[config.mk]
export PLATFORM = sky130hd
export DESIGN_NAME = dtc_timer_core
export DESIGN_NICKNAME = d
export VERILOG_FILES = /design/src/dtc_pkg.sv /design/src/dtc_pin_sync.sv /design/src/dtc_rate_divider.sv /design/src/dtc_timer_core.sv
export SDC_FILE = /design/constraint.sdc
export NUM_CORES = 1
export LEC_CHECK = 0
export ABC_CLOCK_PERIOD_IN_PS = 6900
export CAP_MARGIN = 10
export CORE_MARGIN = 2
export CORE_UTILIZATION = 50
export DETAILED_ROUTE_END_ITERATION = 8
export DONT_BUFFER_PORTS = 1
export PLACE_DENSITY = 0.63
export SLEW_MARGIN = 20
export SYNTH_ARGS = -nofsm -noshare
export SYNTH_HDL_FRONTEND = slang
export SYNTH_HIERARCHICAL = 1
export SYNTH_SLANG_ARGS = --single-unit
[constraint.sdc]
create_clock -name clk -period 6.9 [get_ports clk]
set_clock_uncertainty 0.1 [all_clocks]
set_input_delay 0.345 -clock clk [delete_from_list [all_inputs] [get_ports clk]]
set_output_delay 0.345 -clock clk [all_outputs]
set_load 0.03 [all_outputs]
[src/dtc_pkg.sv]
// Register map, field positions, reset values and rate constants for the dual timer/counter
package dtc_pkg;

  ////////////////////////////////////////////////////////////////////////////////
  // Register addresses in the special-function space
  localparam logic [7:0] ADDR_CTRL_FLAGS = 8'h88;
  localparam logic [7:0] ADDR_MODE_SEL = 8'h89;
  localparam logic [7:0] ADDR_FIRST_LOW = 8'h8A;
  localparam logic [7:0] ADDR_SECOND_LOW = 8'h8B;
  localparam logic [7:0] ADDR_FIRST_HIGH = 8'h8C;
  localparam logic [7:0] ADDR_SECOND_HIGH = 8'h8D;
  localparam logic [7:0] ADDR_RATE_CTRL = 8'h8E;

  ////////////////////////////////////////////////////////////////////////////////
  // timer_control_flags fields
  localparam int CF_OVF1 = 7;
  localparam int CF_RUN1 = 6;
  localparam int CF_OVF0 = 5;
  localparam int CF_RUN0 = 4;
  localparam int CF_IEB = 3;
  localparam int CF_ITB = 2;
  localparam int CF_IEA = 1;
  localparam int CF_ITA = 0;

  // timer_mode_select fields
  localparam int MS_GATE1 = 7;
  localparam int MS_SRC1 = 6;
  localparam int MS_MODE1_LSB = 4;
  localparam int MS_GATE0 = 3;
  localparam int MS_SRC0 = 2;
  localparam int MS_MODE0_LSB = 0;

  // clock_rate_control fields
  localparam int RC_RATE1 = 4;
  localparam int RC_RATE0 = 3;

  ////////////////////////////////////////////////////////////////////////////////
  // Reset values
  localparam logic [7:0] CTRL_FLAGS_RST = 8'h00;
  localparam logic [7:0] MODE_SEL_RST = 8'h00;
  localparam logic [7:0] COUNT_RST = 8'h00;
  localparam logic [7:0] RATE_CTRL_RST = 8'h01;
  // Bits 7:6 are reserved and read as zero
  localparam logic [7:0] RATE_CTRL_WMASK = 8'h3F;

  ////////////////////////////////////////////////////////////////////////////////
  // Timer increment periods in core clocks
  localparam int FAST_DIV = 4;
  localparam int SLOW_DIV = 12;

  typedef enum logic [1:0] {
    DTC_MODE_13 = 2'b00,
    DTC_MODE_16 = 2'b01,
    DTC_MODE_RELOAD = 2'b10,
    DTC_MODE_SPLIT = 2'b11
  } dtc_mode_type;

endpackage

[src/dtc_pin_sync.sv]
// Two-stage pin synchroniser with falling-edge detection
`timescale 1ns/1ps
`default_nettype none
module dtc_pin_sync
  import dtc_pkg::*;
#(
  parameter int WIDTH = 4
)
(
  input wire logic clk,
  input wire logic reset,
  input wire logic [WIDTH-1:0] pin_in,
  output logic [WIDTH-1:0] pin_level,
  output logic [WIDTH-1:0] pin_fall
);

  logic [WIDTH-1:0] meta_r;
  logic [WIDTH-1:0] sync_r;
  logic [WIDTH-1:0] prev_r;

  // Idle-high reset so no false falling edge appears after release
  always_ff @(posedge clk or posedge reset)
  begin
    if (reset)
    begin
      meta_r <= '1;
      sync_r <= '1;
      prev_r <= '1;
    end
    else
    begin
      meta_r <= pin_in;
      sync_r <= meta_r;
      prev_r <= sync_r;
    end
  end

  assign pin_level = sync_r;
  assign pin_fall = prev_r & ~sync_r;

  genvar g;
  generate
    for (g = 0; g < WIDTH; g++)
    begin : g_chk

    end
  endgenerate
endmodule
`default_nettype wire

[src/dtc_rate_divider.sv]
// Core clock divider giving one-cycle increment enables every 4 and every 12 clocks
`timescale 1ns/1ps
`default_nettype none
module dtc_rate_divider
  import dtc_pkg::*;
(
  input wire logic clk,
  input wire logic reset,
  output logic tick_fast,
  output logic tick_slow
);

  logic [3:0] div_r;
  logic [3:0] div_nxt;

  assign div_nxt = (div_r == 4'(SLOW_DIV - 1)) ? 4'h0 : div_r + 4'h1;

  always_ff @(posedge clk or posedge reset)
  begin
    if (reset)
      div_r <= 4'h0;
    else
      div_r <= div_nxt;
  end

  // Both enables share one counter so fast ticks stay phase-aligned to slow ticks
  assign tick_fast = (div_r[1:0] == 2'(FAST_DIV - 1));
  assign tick_slow = (div_r == 4'(SLOW_DIV - 1));
endmodule
`default_nettype wire

[src/dtc_timer_core.sv]
// Dual 16-bit timer/counter with mode control, rate select and external interrupt detectors
//
// Contract
// Each timer is a 16-bit count in software-accessible low and high byte registers.
// Mode bits: 00 13-bit, 01 16-bit, 10 auto-reload, 11 split or stopped.
// 13-bit mode counts low byte bits 0-4 plus the high byte.
// 13-bit wrap clears the count, sets overflow flag, pulses output one clock.
// 16-bit mode uses both bytes, wraps after all ones, flags like 13-bit.
// A timer advances only while running; with gate set its irq pin must be high.
// Source select picks divided core clock or the external count pin.
// External counting advances once per synchronised falling edge of the count pin.
// Default rate is every 12 clocks; rate bit set gives every 4 clocks.
// Auto-reload: low byte counts, reloads from high byte after all ones.
// Split: first low byte is an 8-bit counter with normal first-timer controls.
// Split: first high byte counts divided clocks, run by second run bit, sets second flag.
// Second timer in mode 3 stops and holds both bytes.
// While split, second timer runs in modes 0-2 with its gate, source and rate.
// Overflow flags set on overflow and clear when the core vectors.
// Run bits are software writable; one enables counting.
// Irq type bit one means falling-edge detection, zero means low-level.
// Edge mode flag sets on falling edge, clears on vector or software write.
// Level mode flag follows the inverted pin; software writes are ignored.
// First timer rate comes from rate control bit 3.
// Rate bits are independent and do not affect external counting.
// Rate bits reset to zero so timers start at the 12-clock rate.
// A software byte write wins over a same-cycle hardware update.
// Count and irq pins pass two flip-flops before edge detection or gating.
`timescale 1ns/1ps
`default_nettype none
module dtc_timer_core
  import dtc_pkg::*;
(
  input wire logic clk,
  input wire logic reset,
  input wire logic [7:0] sfr_addr,
  input wire logic sfr_wr,
  input wire logic [7:0] sfr_wdata,
  input wire logic sfr_rd,
  input wire logic first_timer_vector_ack,
  input wire logic second_timer_vector_ack,
  input wire logic ext_irq_a_vector_ack,
  input wire logic ext_irq_b_vector_ack,
  input wire logic first_count_pin,
  input wire logic second_count_pin,
  input wire logic ext_irq_a_pin_n,
  input wire logic ext_irq_b_pin_n,
  output logic [7:0] sfr_rdata,
  output logic first_overflow_pulse,
  output logic second_overflow_pulse,
  output logic first_timer_overflow_flag,
  output logic second_timer_overflow_flag,
  output logic ext_irq_a_detect,
  output logic ext_irq_b_detect
);

  ////////////////////////////////////////////////////////////////////////////////
  // Registers

  logic [7:0] ctrl_r;
  logic [7:0] mode_r;
  logic [7:0] rate_r;
  logic [7:0] tl0_r;
  logic [7:0] th0_r;
  logic [7:0] tl1_r;
  logic [7:0] th1_r;
  logic [7:0] rdata_r;
  logic ovf0_pulse_r;
  logic ovf1_pulse_r;

  ////////////////////////////////////////////////////////////////////////////////
  // Pin synchronisation and rate ticks

  logic [3:0] pin_level;
  logic [3:0] pin_fall;
  logic tick_fast;
  logic tick_slow;

  dtc_pin_sync #(.WIDTH(4)) u_pin_sync (
    .clk(clk),
    .reset(reset),
    .pin_in({ext_irq_b_pin_n, ext_irq_a_pin_n, second_count_pin, first_count_pin}),
    .pin_level(pin_level),
    .pin_fall(pin_fall)
  );

  dtc_rate_divider u_rate_divider (
    .clk(clk),
    .reset(reset),
    .tick_fast(tick_fast),
    .tick_slow(tick_slow)
  );

  logic irq_a_level;
  logic irq_b_level;
  assign irq_a_level = pin_level[2];
  assign irq_b_level = pin_level[3];

  ////////////////////////////////////////////////////////////////////////////////
  // Count step: returns {overflow, high, low} after one increment

  function automatic logic [16:0] count_step(input dtc_mode_type mode, input logic [7:0] hi,
                                             input logic [7:0] lo);
    logic [13:0] c13;
    logic [16:0] c16;
    logic [8:0] c8;
    c13 = {1'b0, hi, lo[4:0]} + 14'h0001;
    c16 = {1'b0, hi, lo} + 17'h00001;
    c8 = {1'b0, lo} + 9'h001;
    case (mode)
      DTC_MODE_13: count_step = {c13[13], c13[12:5], lo[7:5], c13[4:0]};
      DTC_MODE_16: count_step = c16;
      DTC_MODE_RELOAD: count_step = {c8[8], hi, (c8[8] ? hi : c8[7:0])};
      default: count_step = {c8[8], hi, c8[7:0]};
    endcase
  endfunction

  // Hardware set wins over software write and vector clear
  function automatic logic flag_next(input logic set, input logic wr, input logic wbit,
                                     input logic ack, input logic cur);
    if (set)
      flag_next = 1'b1;
    else if (wr)
      flag_next = wbit;
    else if (ack)
      flag_next = 1'b0;
    else
      flag_next = cur;
  endfunction

  ////////////////////////////////////////////////////////////////////////////////
  // Increment enables

  dtc_mode_type mode0;
  dtc_mode_type mode1;
  logic split;
  logic tick0;
  logic tick1;
  logic inc0;
  logic inc1;
  logic inc_th0;
  logic [16:0] step0;
  logic [16:0] step1;
  logic [8:0] th0_sum;
  logic ovf0;
  logic ovf1;
  logic ovf_th0;

  assign mode0 = dtc_mode_type'(mode_r[MS_MODE0_LSB +: 2]);
  assign mode1 = dtc_mode_type'(mode_r[MS_MODE1_LSB +: 2]);
  assign split = (mode0 == DTC_MODE_SPLIT);
  assign tick0 = rate_r[RC_RATE0] ? tick_fast : tick_slow;
  assign tick1 = rate_r[RC_RATE1] ? tick_fast : tick_slow;

  assign inc0 = ctrl_r[CF_RUN0] & (~mode_r[MS_GATE0] | irq_a_level)
    & (mode_r[MS_SRC0] ? pin_fall[0] : tick0);
  // While split the second timer is switched by its mode instead of its run bit
  assign inc1 = (split | ctrl_r[CF_RUN1]) & (mode1 != DTC_MODE_SPLIT)
    & (~mode_r[MS_GATE1] | irq_b_level)
    & (mode_r[MS_SRC1] ? pin_fall[1] : tick1);
  assign inc_th0 = split & ctrl_r[CF_RUN1] & tick0;

  assign step0 = count_step(mode0, th0_r, tl0_r);
  assign step1 = count_step(mode1, th1_r, tl1_r);
  assign th0_sum = {1'b0, th0_r} + 9'h001;
  assign ovf0 = inc0 & step0[16];
  assign ovf1 = inc1 & step1[16];
  assign ovf_th0 = inc_th0 & th0_sum[8];

  ////////////////////////////////////////////////////////////////////////////////
  // Write decode

  logic wr_ctrl;
  logic wr_mode;
  logic wr_rate;
  logic wr_tl0;
  logic wr_th0;
  logic wr_tl1;
  logic wr_th1;

  assign wr_ctrl = sfr_wr & (sfr_addr == ADDR_CTRL_FLAGS);
  assign wr_mode = sfr_wr & (sfr_addr == ADDR_MODE_SEL);
  assign wr_rate = sfr_wr & (sfr_addr == ADDR_RATE_CTRL);
  assign wr_tl0 = sfr_wr & (sfr_addr == ADDR_FIRST_LOW);
  assign wr_th0 = sfr_wr & (sfr_addr == ADDR_FIRST_HIGH);
  assign wr_tl1 = sfr_wr & (sfr_addr == ADDR_SECOND_LOW);
  assign wr_th1 = sfr_wr & (sfr_addr == ADDR_SECOND_HIGH);

  ////////////////////////////////////////////////////////////////////////////////
  // Count registers

  always_ff @(posedge clk or posedge reset)
  begin
    if (reset)
    begin
      tl0_r <= COUNT_RST;
      th0_r <= COUNT_RST;
    end
    else
    begin
      if (wr_tl0)
        tl0_r <= sfr_wdata;
      else if (inc0)
        tl0_r <= step0[7:0];
      if (wr_th0)
        th0_r <= sfr_wdata;
      else if (split)
      begin
        if (inc_th0)
          th0_r <= th0_sum[7:0];
      end
      else if (inc0)
        th0_r <= step0[15:8];
    end
  end

  always_ff @(posedge clk or posedge reset)
  begin
    if (reset)
    begin
      tl1_r <= COUNT_RST;
      th1_r <= COUNT_RST;
    end
    else
    begin
      if (wr_tl1)
        tl1_r <= sfr_wdata;
      else if (inc1)
        tl1_r <= step1[7:0];
      if (wr_th1)
        th1_r <= sfr_wdata;
      else if (inc1)
        th1_r <= step1[15:8];
    end
  end

  // Overflow outputs: the second one keeps tracking the second timer for baud use
  always_ff @(posedge clk or posedge reset)
  begin
    if (reset)
    begin
      ovf0_pulse_r <= 1'b0;
      ovf1_pulse_r <= 1'b0;
    end
    else
    begin
      ovf0_pulse_r <= ovf0;
      ovf1_pulse_r <= ovf1;
    end
  end

  ////////////////////////////////////////////////////////////////////////////////
  // Configuration registers

  always_ff @(posedge clk or posedge reset)
  begin
    if (reset)
    begin
      mode_r <= MODE_SEL_RST;
      rate_r <= RATE_CTRL_RST;
    end
    else
    begin
      if (wr_mode)
        mode_r <= sfr_wdata;
      if (wr_rate)
        rate_r <= sfr_wdata & RATE_CTRL_WMASK;
    end
  end

  ////////////////////////////////////////////////////////////////////////////////
  // Control and flag register

  always_ff @(posedge clk or posedge reset)
  begin
    if (reset)
      ctrl_r <= CTRL_FLAGS_RST;
    else
    begin
      ctrl_r[CF_OVF0] <= flag_next(ovf0, wr_ctrl, sfr_wdata[CF_OVF0],
                                   first_timer_vector_ack, ctrl_r[CF_OVF0]);
      ctrl_r[CF_OVF1] <= flag_next(split ? ovf_th0 : ovf1, wr_ctrl, sfr_wdata[CF_OVF1],
                                   second_timer_vector_ack, ctrl_r[CF_OVF1]);
      if (wr_ctrl)
      begin
        ctrl_r[CF_RUN0] <= sfr_wdata[CF_RUN0];
        ctrl_r[CF_RUN1] <= sfr_wdata[CF_RUN1];
        ctrl_r[CF_ITA] <= sfr_wdata[CF_ITA];
        ctrl_r[CF_ITB] <= sfr_wdata[CF_ITB];
      end
      if (!ctrl_r[CF_ITA])
        ctrl_r[CF_IEA] <= ~irq_a_level;
      else
        ctrl_r[CF_IEA] <= flag_next(pin_fall[2], wr_ctrl, sfr_wdata[CF_IEA],
                                    ext_irq_a_vector_ack, ctrl_r[CF_IEA]);
      if (!ctrl_r[CF_ITB])
        ctrl_r[CF_IEB] <= ~irq_b_level;
      else
        ctrl_r[CF_IEB] <= flag_next(pin_fall[3], wr_ctrl, sfr_wdata[CF_IEB],
                                    ext_irq_b_vector_ack, ctrl_r[CF_IEB]);
    end
  end

  ////////////////////////////////////////////////////////////////////////////////
  // Read port: data appears the cycle after the read strobe

  always_ff @(posedge clk or posedge reset)
  begin
    if (reset)
      rdata_r <= 8'h00;
    else if (sfr_rd)
    begin
      case (sfr_addr)
        ADDR_CTRL_FLAGS: rdata_r <= ctrl_r;
        ADDR_MODE_SEL: rdata_r <= mode_r;
        ADDR_RATE_CTRL: rdata_r <= rate_r;
        ADDR_FIRST_LOW: rdata_r <= tl0_r;
        ADDR_FIRST_HIGH: rdata_r <= th0_r;
        ADDR_SECOND_LOW: rdata_r <= tl1_r;
        ADDR_SECOND_HIGH: rdata_r <= th1_r;
        default: rdata_r <= 8'h00;
      endcase
    end
  end

  assign sfr_rdata = rdata_r;
  assign first_overflow_pulse = ovf0_pulse_r;
  assign second_overflow_pulse = ovf1_pulse_r;
  assign first_timer_overflow_flag = ctrl_r[CF_OVF0];
  assign second_timer_overflow_flag = ctrl_r[CF_OVF1];
  assign ext_irq_a_detect = ctrl_r[CF_IEA];
  assign ext_irq_b_detect = ctrl_r[CF_IEB];
endmodule
`default_nettype wire

==> results.toml <==
[final_layout]
drive_gt1_frac = 0.139
n_antenna_cell = 0
syn2layout_area_growth_pct = 8.08
nNetsFinal = 579

[power_and_ir_drop]
vdd.ir_drop.worst_mv = 0.142
switchingPower_mw = 0.353
power.clock.fraction = 0.327
power_per_cell_area_nw_per_um2 = 209
sequentialPowerShare = 0.515
cellLeakagePower_nw = 2.08
power.internal_mw = 0.765
power_mw = 1.12
power_frac_comb = 0.158
p_sw_frac = 0.316

[floorplan]
floorplan.die_area_sq_um = 10700
fp.dieW_um = 104
initial_utilization = 0.512
die_h_um = 104
row_count = 36
top_level_ports = 42
fp.coreArea_sq_um = 9680

[global_routing]
grtUsageMet2 = 0.411
global_route.usage.met3 = 0.0661
first_global_vias = 4131
global_route.overflow_total = 0
grtUsageMet1 = 0.400
grt_pass1_wl_um = 23300
gr-usage-all-layers = 0.278
grt_max_degree = 65
grt_busiest_layer = "met2"
grt_antenna_before_repair = 1

[min_path]
min-delay-path-class = "input pin to async pin"

[detailed_routing]
post_drt_via_cell_ratio = 6.28
route.final.wire_length_um = 14500
drt-initial-drc-count = 391
postRouteAntennaNets = 0
detail_route.drc_violations = 0
firstDrtPassIters = 5
drt-wirelength-per-cell_um = 21.2
routed-via-count = 4301

[synthesis]
synth-seq-area-share = 0.407
synth.cell_area_sq_um = 4950
synth_cell_type_count = 72
synth.top_cell.area_share = 0.338
yosys_register_bits = 80
postSynth.topFlopCell = "sky130_fd_sc_hd__dfrtp_1"
syn-instance-count = 546
post_synth_main_area_contributors = "sky130_fd_sc_hd__dfrtp_1 (34%), sky130_fd_sc_hd__dfstp_2 (6.9%), sky130_fd_sc_hd__nand2_1 (5.4%)"
synthDominantAreaCellType = "sky130_fd_sc_hd__dfrtp_1"
ys.warnings.count = 6
mapped_nets = 578
avgSynthCellArea_sq_um = 9.07
synth_edf_count = 0
async_reset_ff_frac = 1.00

[worst_setup_path]
reg2reg_setup_slack_ns = 4.22
worst_path_dominant_cell_family = "compound AO/OA/AOI/OAI gates"
required_time_of_the_worst_setup_path_ns = 7.06
critical_path.n_buffers_inverters = 0
worstPathMaxFanout = 10
timing.reg2reg.worst_path_depth = 8
setup.worst_path.end_class = "flip-flop"
worst-endpoint-arrival_ns = 2.84
slowest_cell_on_crit_path = "sky130_fd_sc_hd__o2111ai_2"
r2r_end = "th0_r[6]"
cp_cell_sequence = "ha_1 -> and3b_1 -> mux2_2 -> o2111ai_2 -> o22ai_1 -> a31oi_1 -> nor3_1 -> a21o_1"
worst_r2r_startpoint = "u_rate_divider/div_r[0]"
startpoint_type = "flip-flop"
timing.critical_path.slowest_cell_delay_ns = 0.46
critical_path_class = "flip-flop to flip-flop"

[placement]
numPortBuffers = 0
routabilityCongestion = 0.919
place.detailed.hpwl_um = 10300

[sta]
post-route-period-util = 0.389
finalWorstPathRequiredPeriod_ns = 2.68
worst-slew-pin-transition_ns = 0.842
setup_tns_ns = 0
maxSlewHeadroom = 0.439
rsz_0062_raised_after_global_routing = "false"
finalSetupViolCount = 0
final-max-slew-violation-count = 0
timing_limited_maximum_frequency_mhz = 373
final_hold_viol_count = 0

[clock_network]
clock_insertion_delay_worst_skew_ns = 0.36
clock_tree.buffer_depth = 2
cts_buffers = 9
clock_sink_count = 80
master_cell_of_the_clock_root_buffer = "sky130_fd_sc_hd__clkbuf_8"
tritoncts = "yes"
path_clk_slew_ns = 0.09
clock_tree.htree_level_count = 3

[status]
outcome = "finished, final reports clean"

[flow_run]
maxCapViolCount = 0
-- per-stage QoR --
step           setup slack (ns)  utilization  hold slack [ns]  instances  instance area [sq um]
5_1_grt                    3.99        0.553           0.0101        685                   5360
4_1_cts                    4.25        0.553          0.00200        685                   5360
2_1_floorplan              4.60            -           0.0111        546                   4950
3_5_place_dp               4.25        0.518           0.0215        656                   5020
3_3_place_gp               4.34        0.518           0.0198        656                   5020
6_report                   4.22        0.553          0.00153        685                   5360
-- worst register-to-register path, stage by stage, from the launching register on --
cell	delay [ns]
sky130_fd_sc_hd__dfrtp_1	0.42
sky130_fd_sc_hd__ha_1	0.27
sky130_fd_sc_hd__and3b_1	0.23
sky130_fd_sc_hd__mux2_2	0.31
sky130_fd_sc_hd__o2111ai_2	0.46
sky130_fd_sc_hd__o22ai_1	0.32
sky130_fd_sc_hd__a31oi_1	0.25
sky130_fd_sc_hd__nor3_1	0.06
sky130_fd_sc_hd__a21o_1	0.16
-- how the worst max path moves through the flow --
stage | startpoint | endpoint | cells past startpoint
2_1_floorplan | u_rate_divider/div_r[0] | th0_r[6] | 8
3_3_place_gp | u_rate_divider/div_r[0] | th0_r[6] | 8
3_5_place_dp | u_rate_divider/div_r[0] | th0_r[6] | 8
4_1_cts | u_rate_divider/div_r[0] | th0_r[6] | 8
5_1_grt | u_rate_divider/div_r[0] | th0_r[6] | 8
6_report | u_rate_divider/div_r[0] | th0_r[6] | 8
-- cells in the mapped netlist, types with 2 or more instances --
master / count
sky130_fd_sc_hd__a21o_1: 2
sky130_fd_sc_hd__a211oi_1: 6
sky130_fd_sc_hd__clkbuf_1: 11
sky130_fd_sc_hd__a22o_1: 2
sky130_fd_sc_hd__nor2b_4: 4
sky130_fd_sc_hd__a221o_1: 6
sky130_fd_sc_hd__and4_1: 5
sky130_fd_sc_hd__and2_1: 5
sky130_fd_sc_hd__nor2b_1: 6
sky130_fd_sc_hd__inv_1: 18
sky130_fd_sc_hd__nand2_2: 2
sky130_fd_sc_hd__o21ai_1: 9
sky130_fd_sc_hd__nor3_1: 13
sky130_fd_sc_hd__nand2_1: 71
sky130_fd_sc_hd__nand2b_1: 8
sky130_fd_sc_hd__o2bb2ai_1: 3
sky130_fd_sc_hd__nand4_1: 7
sky130_fd_sc_hd__nor4_1: 3
sky130_fd_sc_hd__dfstp_2: 13
sky130_fd_sc_hd__mux2_2: 15
sky130_fd_sc_hd__mux2_4: 8
sky130_fd_sc_hd__a2111oi_0: 5
sky130_fd_sc_hd__a22oi_1: 8
sky130_fd_sc_hd__mux2i_1: 15
sky130_fd_sc_hd__o21a_1: 3
sky130_fd_sc_hd__clkbuf_2: 2
sky130_fd_sc_hd__a21oi_1: 38
sky130_fd_sc_hd__xor2_1: 4
sky130_fd_sc_hd__nor2_1: 38
sky130_fd_sc_hd__or3_1: 3
sky130_fd_sc_hd__buf_2: 10
sky130_fd_sc_hd__dfrtp_1: 67
sky130_fd_sc_hd__a211o_1: 2
sky130_fd_sc_hd__a2bb2oi_1: 2
sky130_fd_sc_hd__nand3_1: 12
sky130_fd_sc_hd__nor2_2: 4
sky130_fd_sc_hd__ha_1: 4
sky130_fd_sc_hd__nor3_2: 2
sky130_fd_sc_hd__and3_1: 6
sky130_fd_sc_hd__o21ai_0: 41
sky130_fd_sc_hd__o211ai_1: 5
sky130_fd_sc_hd__xnor2_1: 13
sky130_fd_sc_hd__a31oi_1: 8
sky130_fd_sc_hd__o22ai_1: 7
sky130_fd_sc_hd__nor3b_1: 3
-- kinds of logic (layout without fill, tap and decap cells) --
| logic type | Yosys count | in the layout | synth area share |
|---|---|---|---|
| muxes | 38 | 38 | 0.0886 |
| adders and majority gates | 4 | 4 | 0.0101 |
| xor gates and xnor gates | 17 | 17 | 0.0300 |
| DFF | 80 | 80 | 0.407 |
| buffers and inverters | 44 | 50 | 0.0386 |
| and+or+nand+nor | 202 | 202 | 0.214 |
| AOI/OAI and AO/OA | 161 | 161 | 0.211 |
-- area by class of cell --
class / instances / area [sq um]
clock buffer: 10 / 138
tap: 133 / 166
timing repair buffer: 16 / 153
sequential: 80 / 2020
fill: 899 / 4330
inverter: 18 / 67.6
multi-input combinational: 422 / 2750
clock inverter: 6 / 67.6
-- what timing repair did --
action / in CTS / in global routing
hold endpoints to repair: 27 / 0
buffers inserted: 0 / 0
resized for setup: 0 / 0
hold buffers: 13 / 0
-- per-layer routing --
metal | wire length, um | vias to the layer above
met1 | 6610 | 2108
met3 | 1170 | 28
met5 | 11 | -
met2 | 6310 | 170
li1 | - | 1993
met4 | 401 | 2
-- power by group through the flow --
stage / Sequential (mW) / Clock [mW] / Combinational [mW]
floorplan: 0.546 / 0 / 0.156
global placement: 0.580 / 0 / 0.165
detailed placement: 0.581 / 0 / 0.168
CTS: 0.573 / 0.372 / 0.176
global route: 0.582 / 0.388 / 0.199
finish: 0.576 / 0.365 / 0.177
-- state kept, by name, summed over array words and instances, names as in the netlist --
register and cells:
ctrl_r 8, first_overflow_pulse 1, mode_r 8, rate_r 6, second_overflow_pulse 1, sfr_rdata 8
th0_r 8, th1_r 8, tl0_r 8, tl1_r 8, u_pin_sync/meta_r 4, u_pin_sync/pin_level 4
u_pin_sync/prev_r 4, u_rate_divider/div_r 4
-- cell usage in the layout, fill, tap and decap left out, types with 5 or more instances in the layout --
cell,instances
sky130_fd_sc_hd__nand2_1,71
sky130_fd_sc_hd__dfrtp_1,67
sky130_fd_sc_hd__o21ai_0,41
sky130_fd_sc_hd__nor2_1,38
sky130_fd_sc_hd__a21oi_1,38
sky130_fd_sc_hd__inv_1,17
sky130_fd_sc_hd__mux2_2,15
sky130_fd_sc_hd__mux2i_1,15
sky130_fd_sc_hd__xnor2_1,13
sky130_fd_sc_hd__nor3_1,13
sky130_fd_sc_hd__dlygate4sd3_1,13
sky130_fd_sc_hd__dfstp_2,13
sky130_fd_sc_hd__nand3_1,12
sky130_fd_sc_hd__clkbuf_8,10
sky130_fd_sc_hd__o21ai_1,9
sky130_fd_sc_hd__nand2b_1,8
sky130_fd_sc_hd__a31oi_1,8
sky130_fd_sc_hd__a22oi_1,8
sky130_fd_sc_hd__mux2_4,8
sky130_fd_sc_hd__o22ai_1,7
sky130_fd_sc_hd__nand4_1,7
sky130_fd_sc_hd__nor2b_1,6
sky130_fd_sc_hd__a221o_1,6
sky130_fd_sc_hd__and3_1,6
sky130_fd_sc_hd__a211oi_1,6
sky130_fd_sc_hd__and2_1,5
sky130_fd_sc_hd__a2111oi_0,5
sky130_fd_sc_hd__and4_1,5
sky130_fd_sc_hd__o211ai_1,5
(Power assumes the default switching activity.)
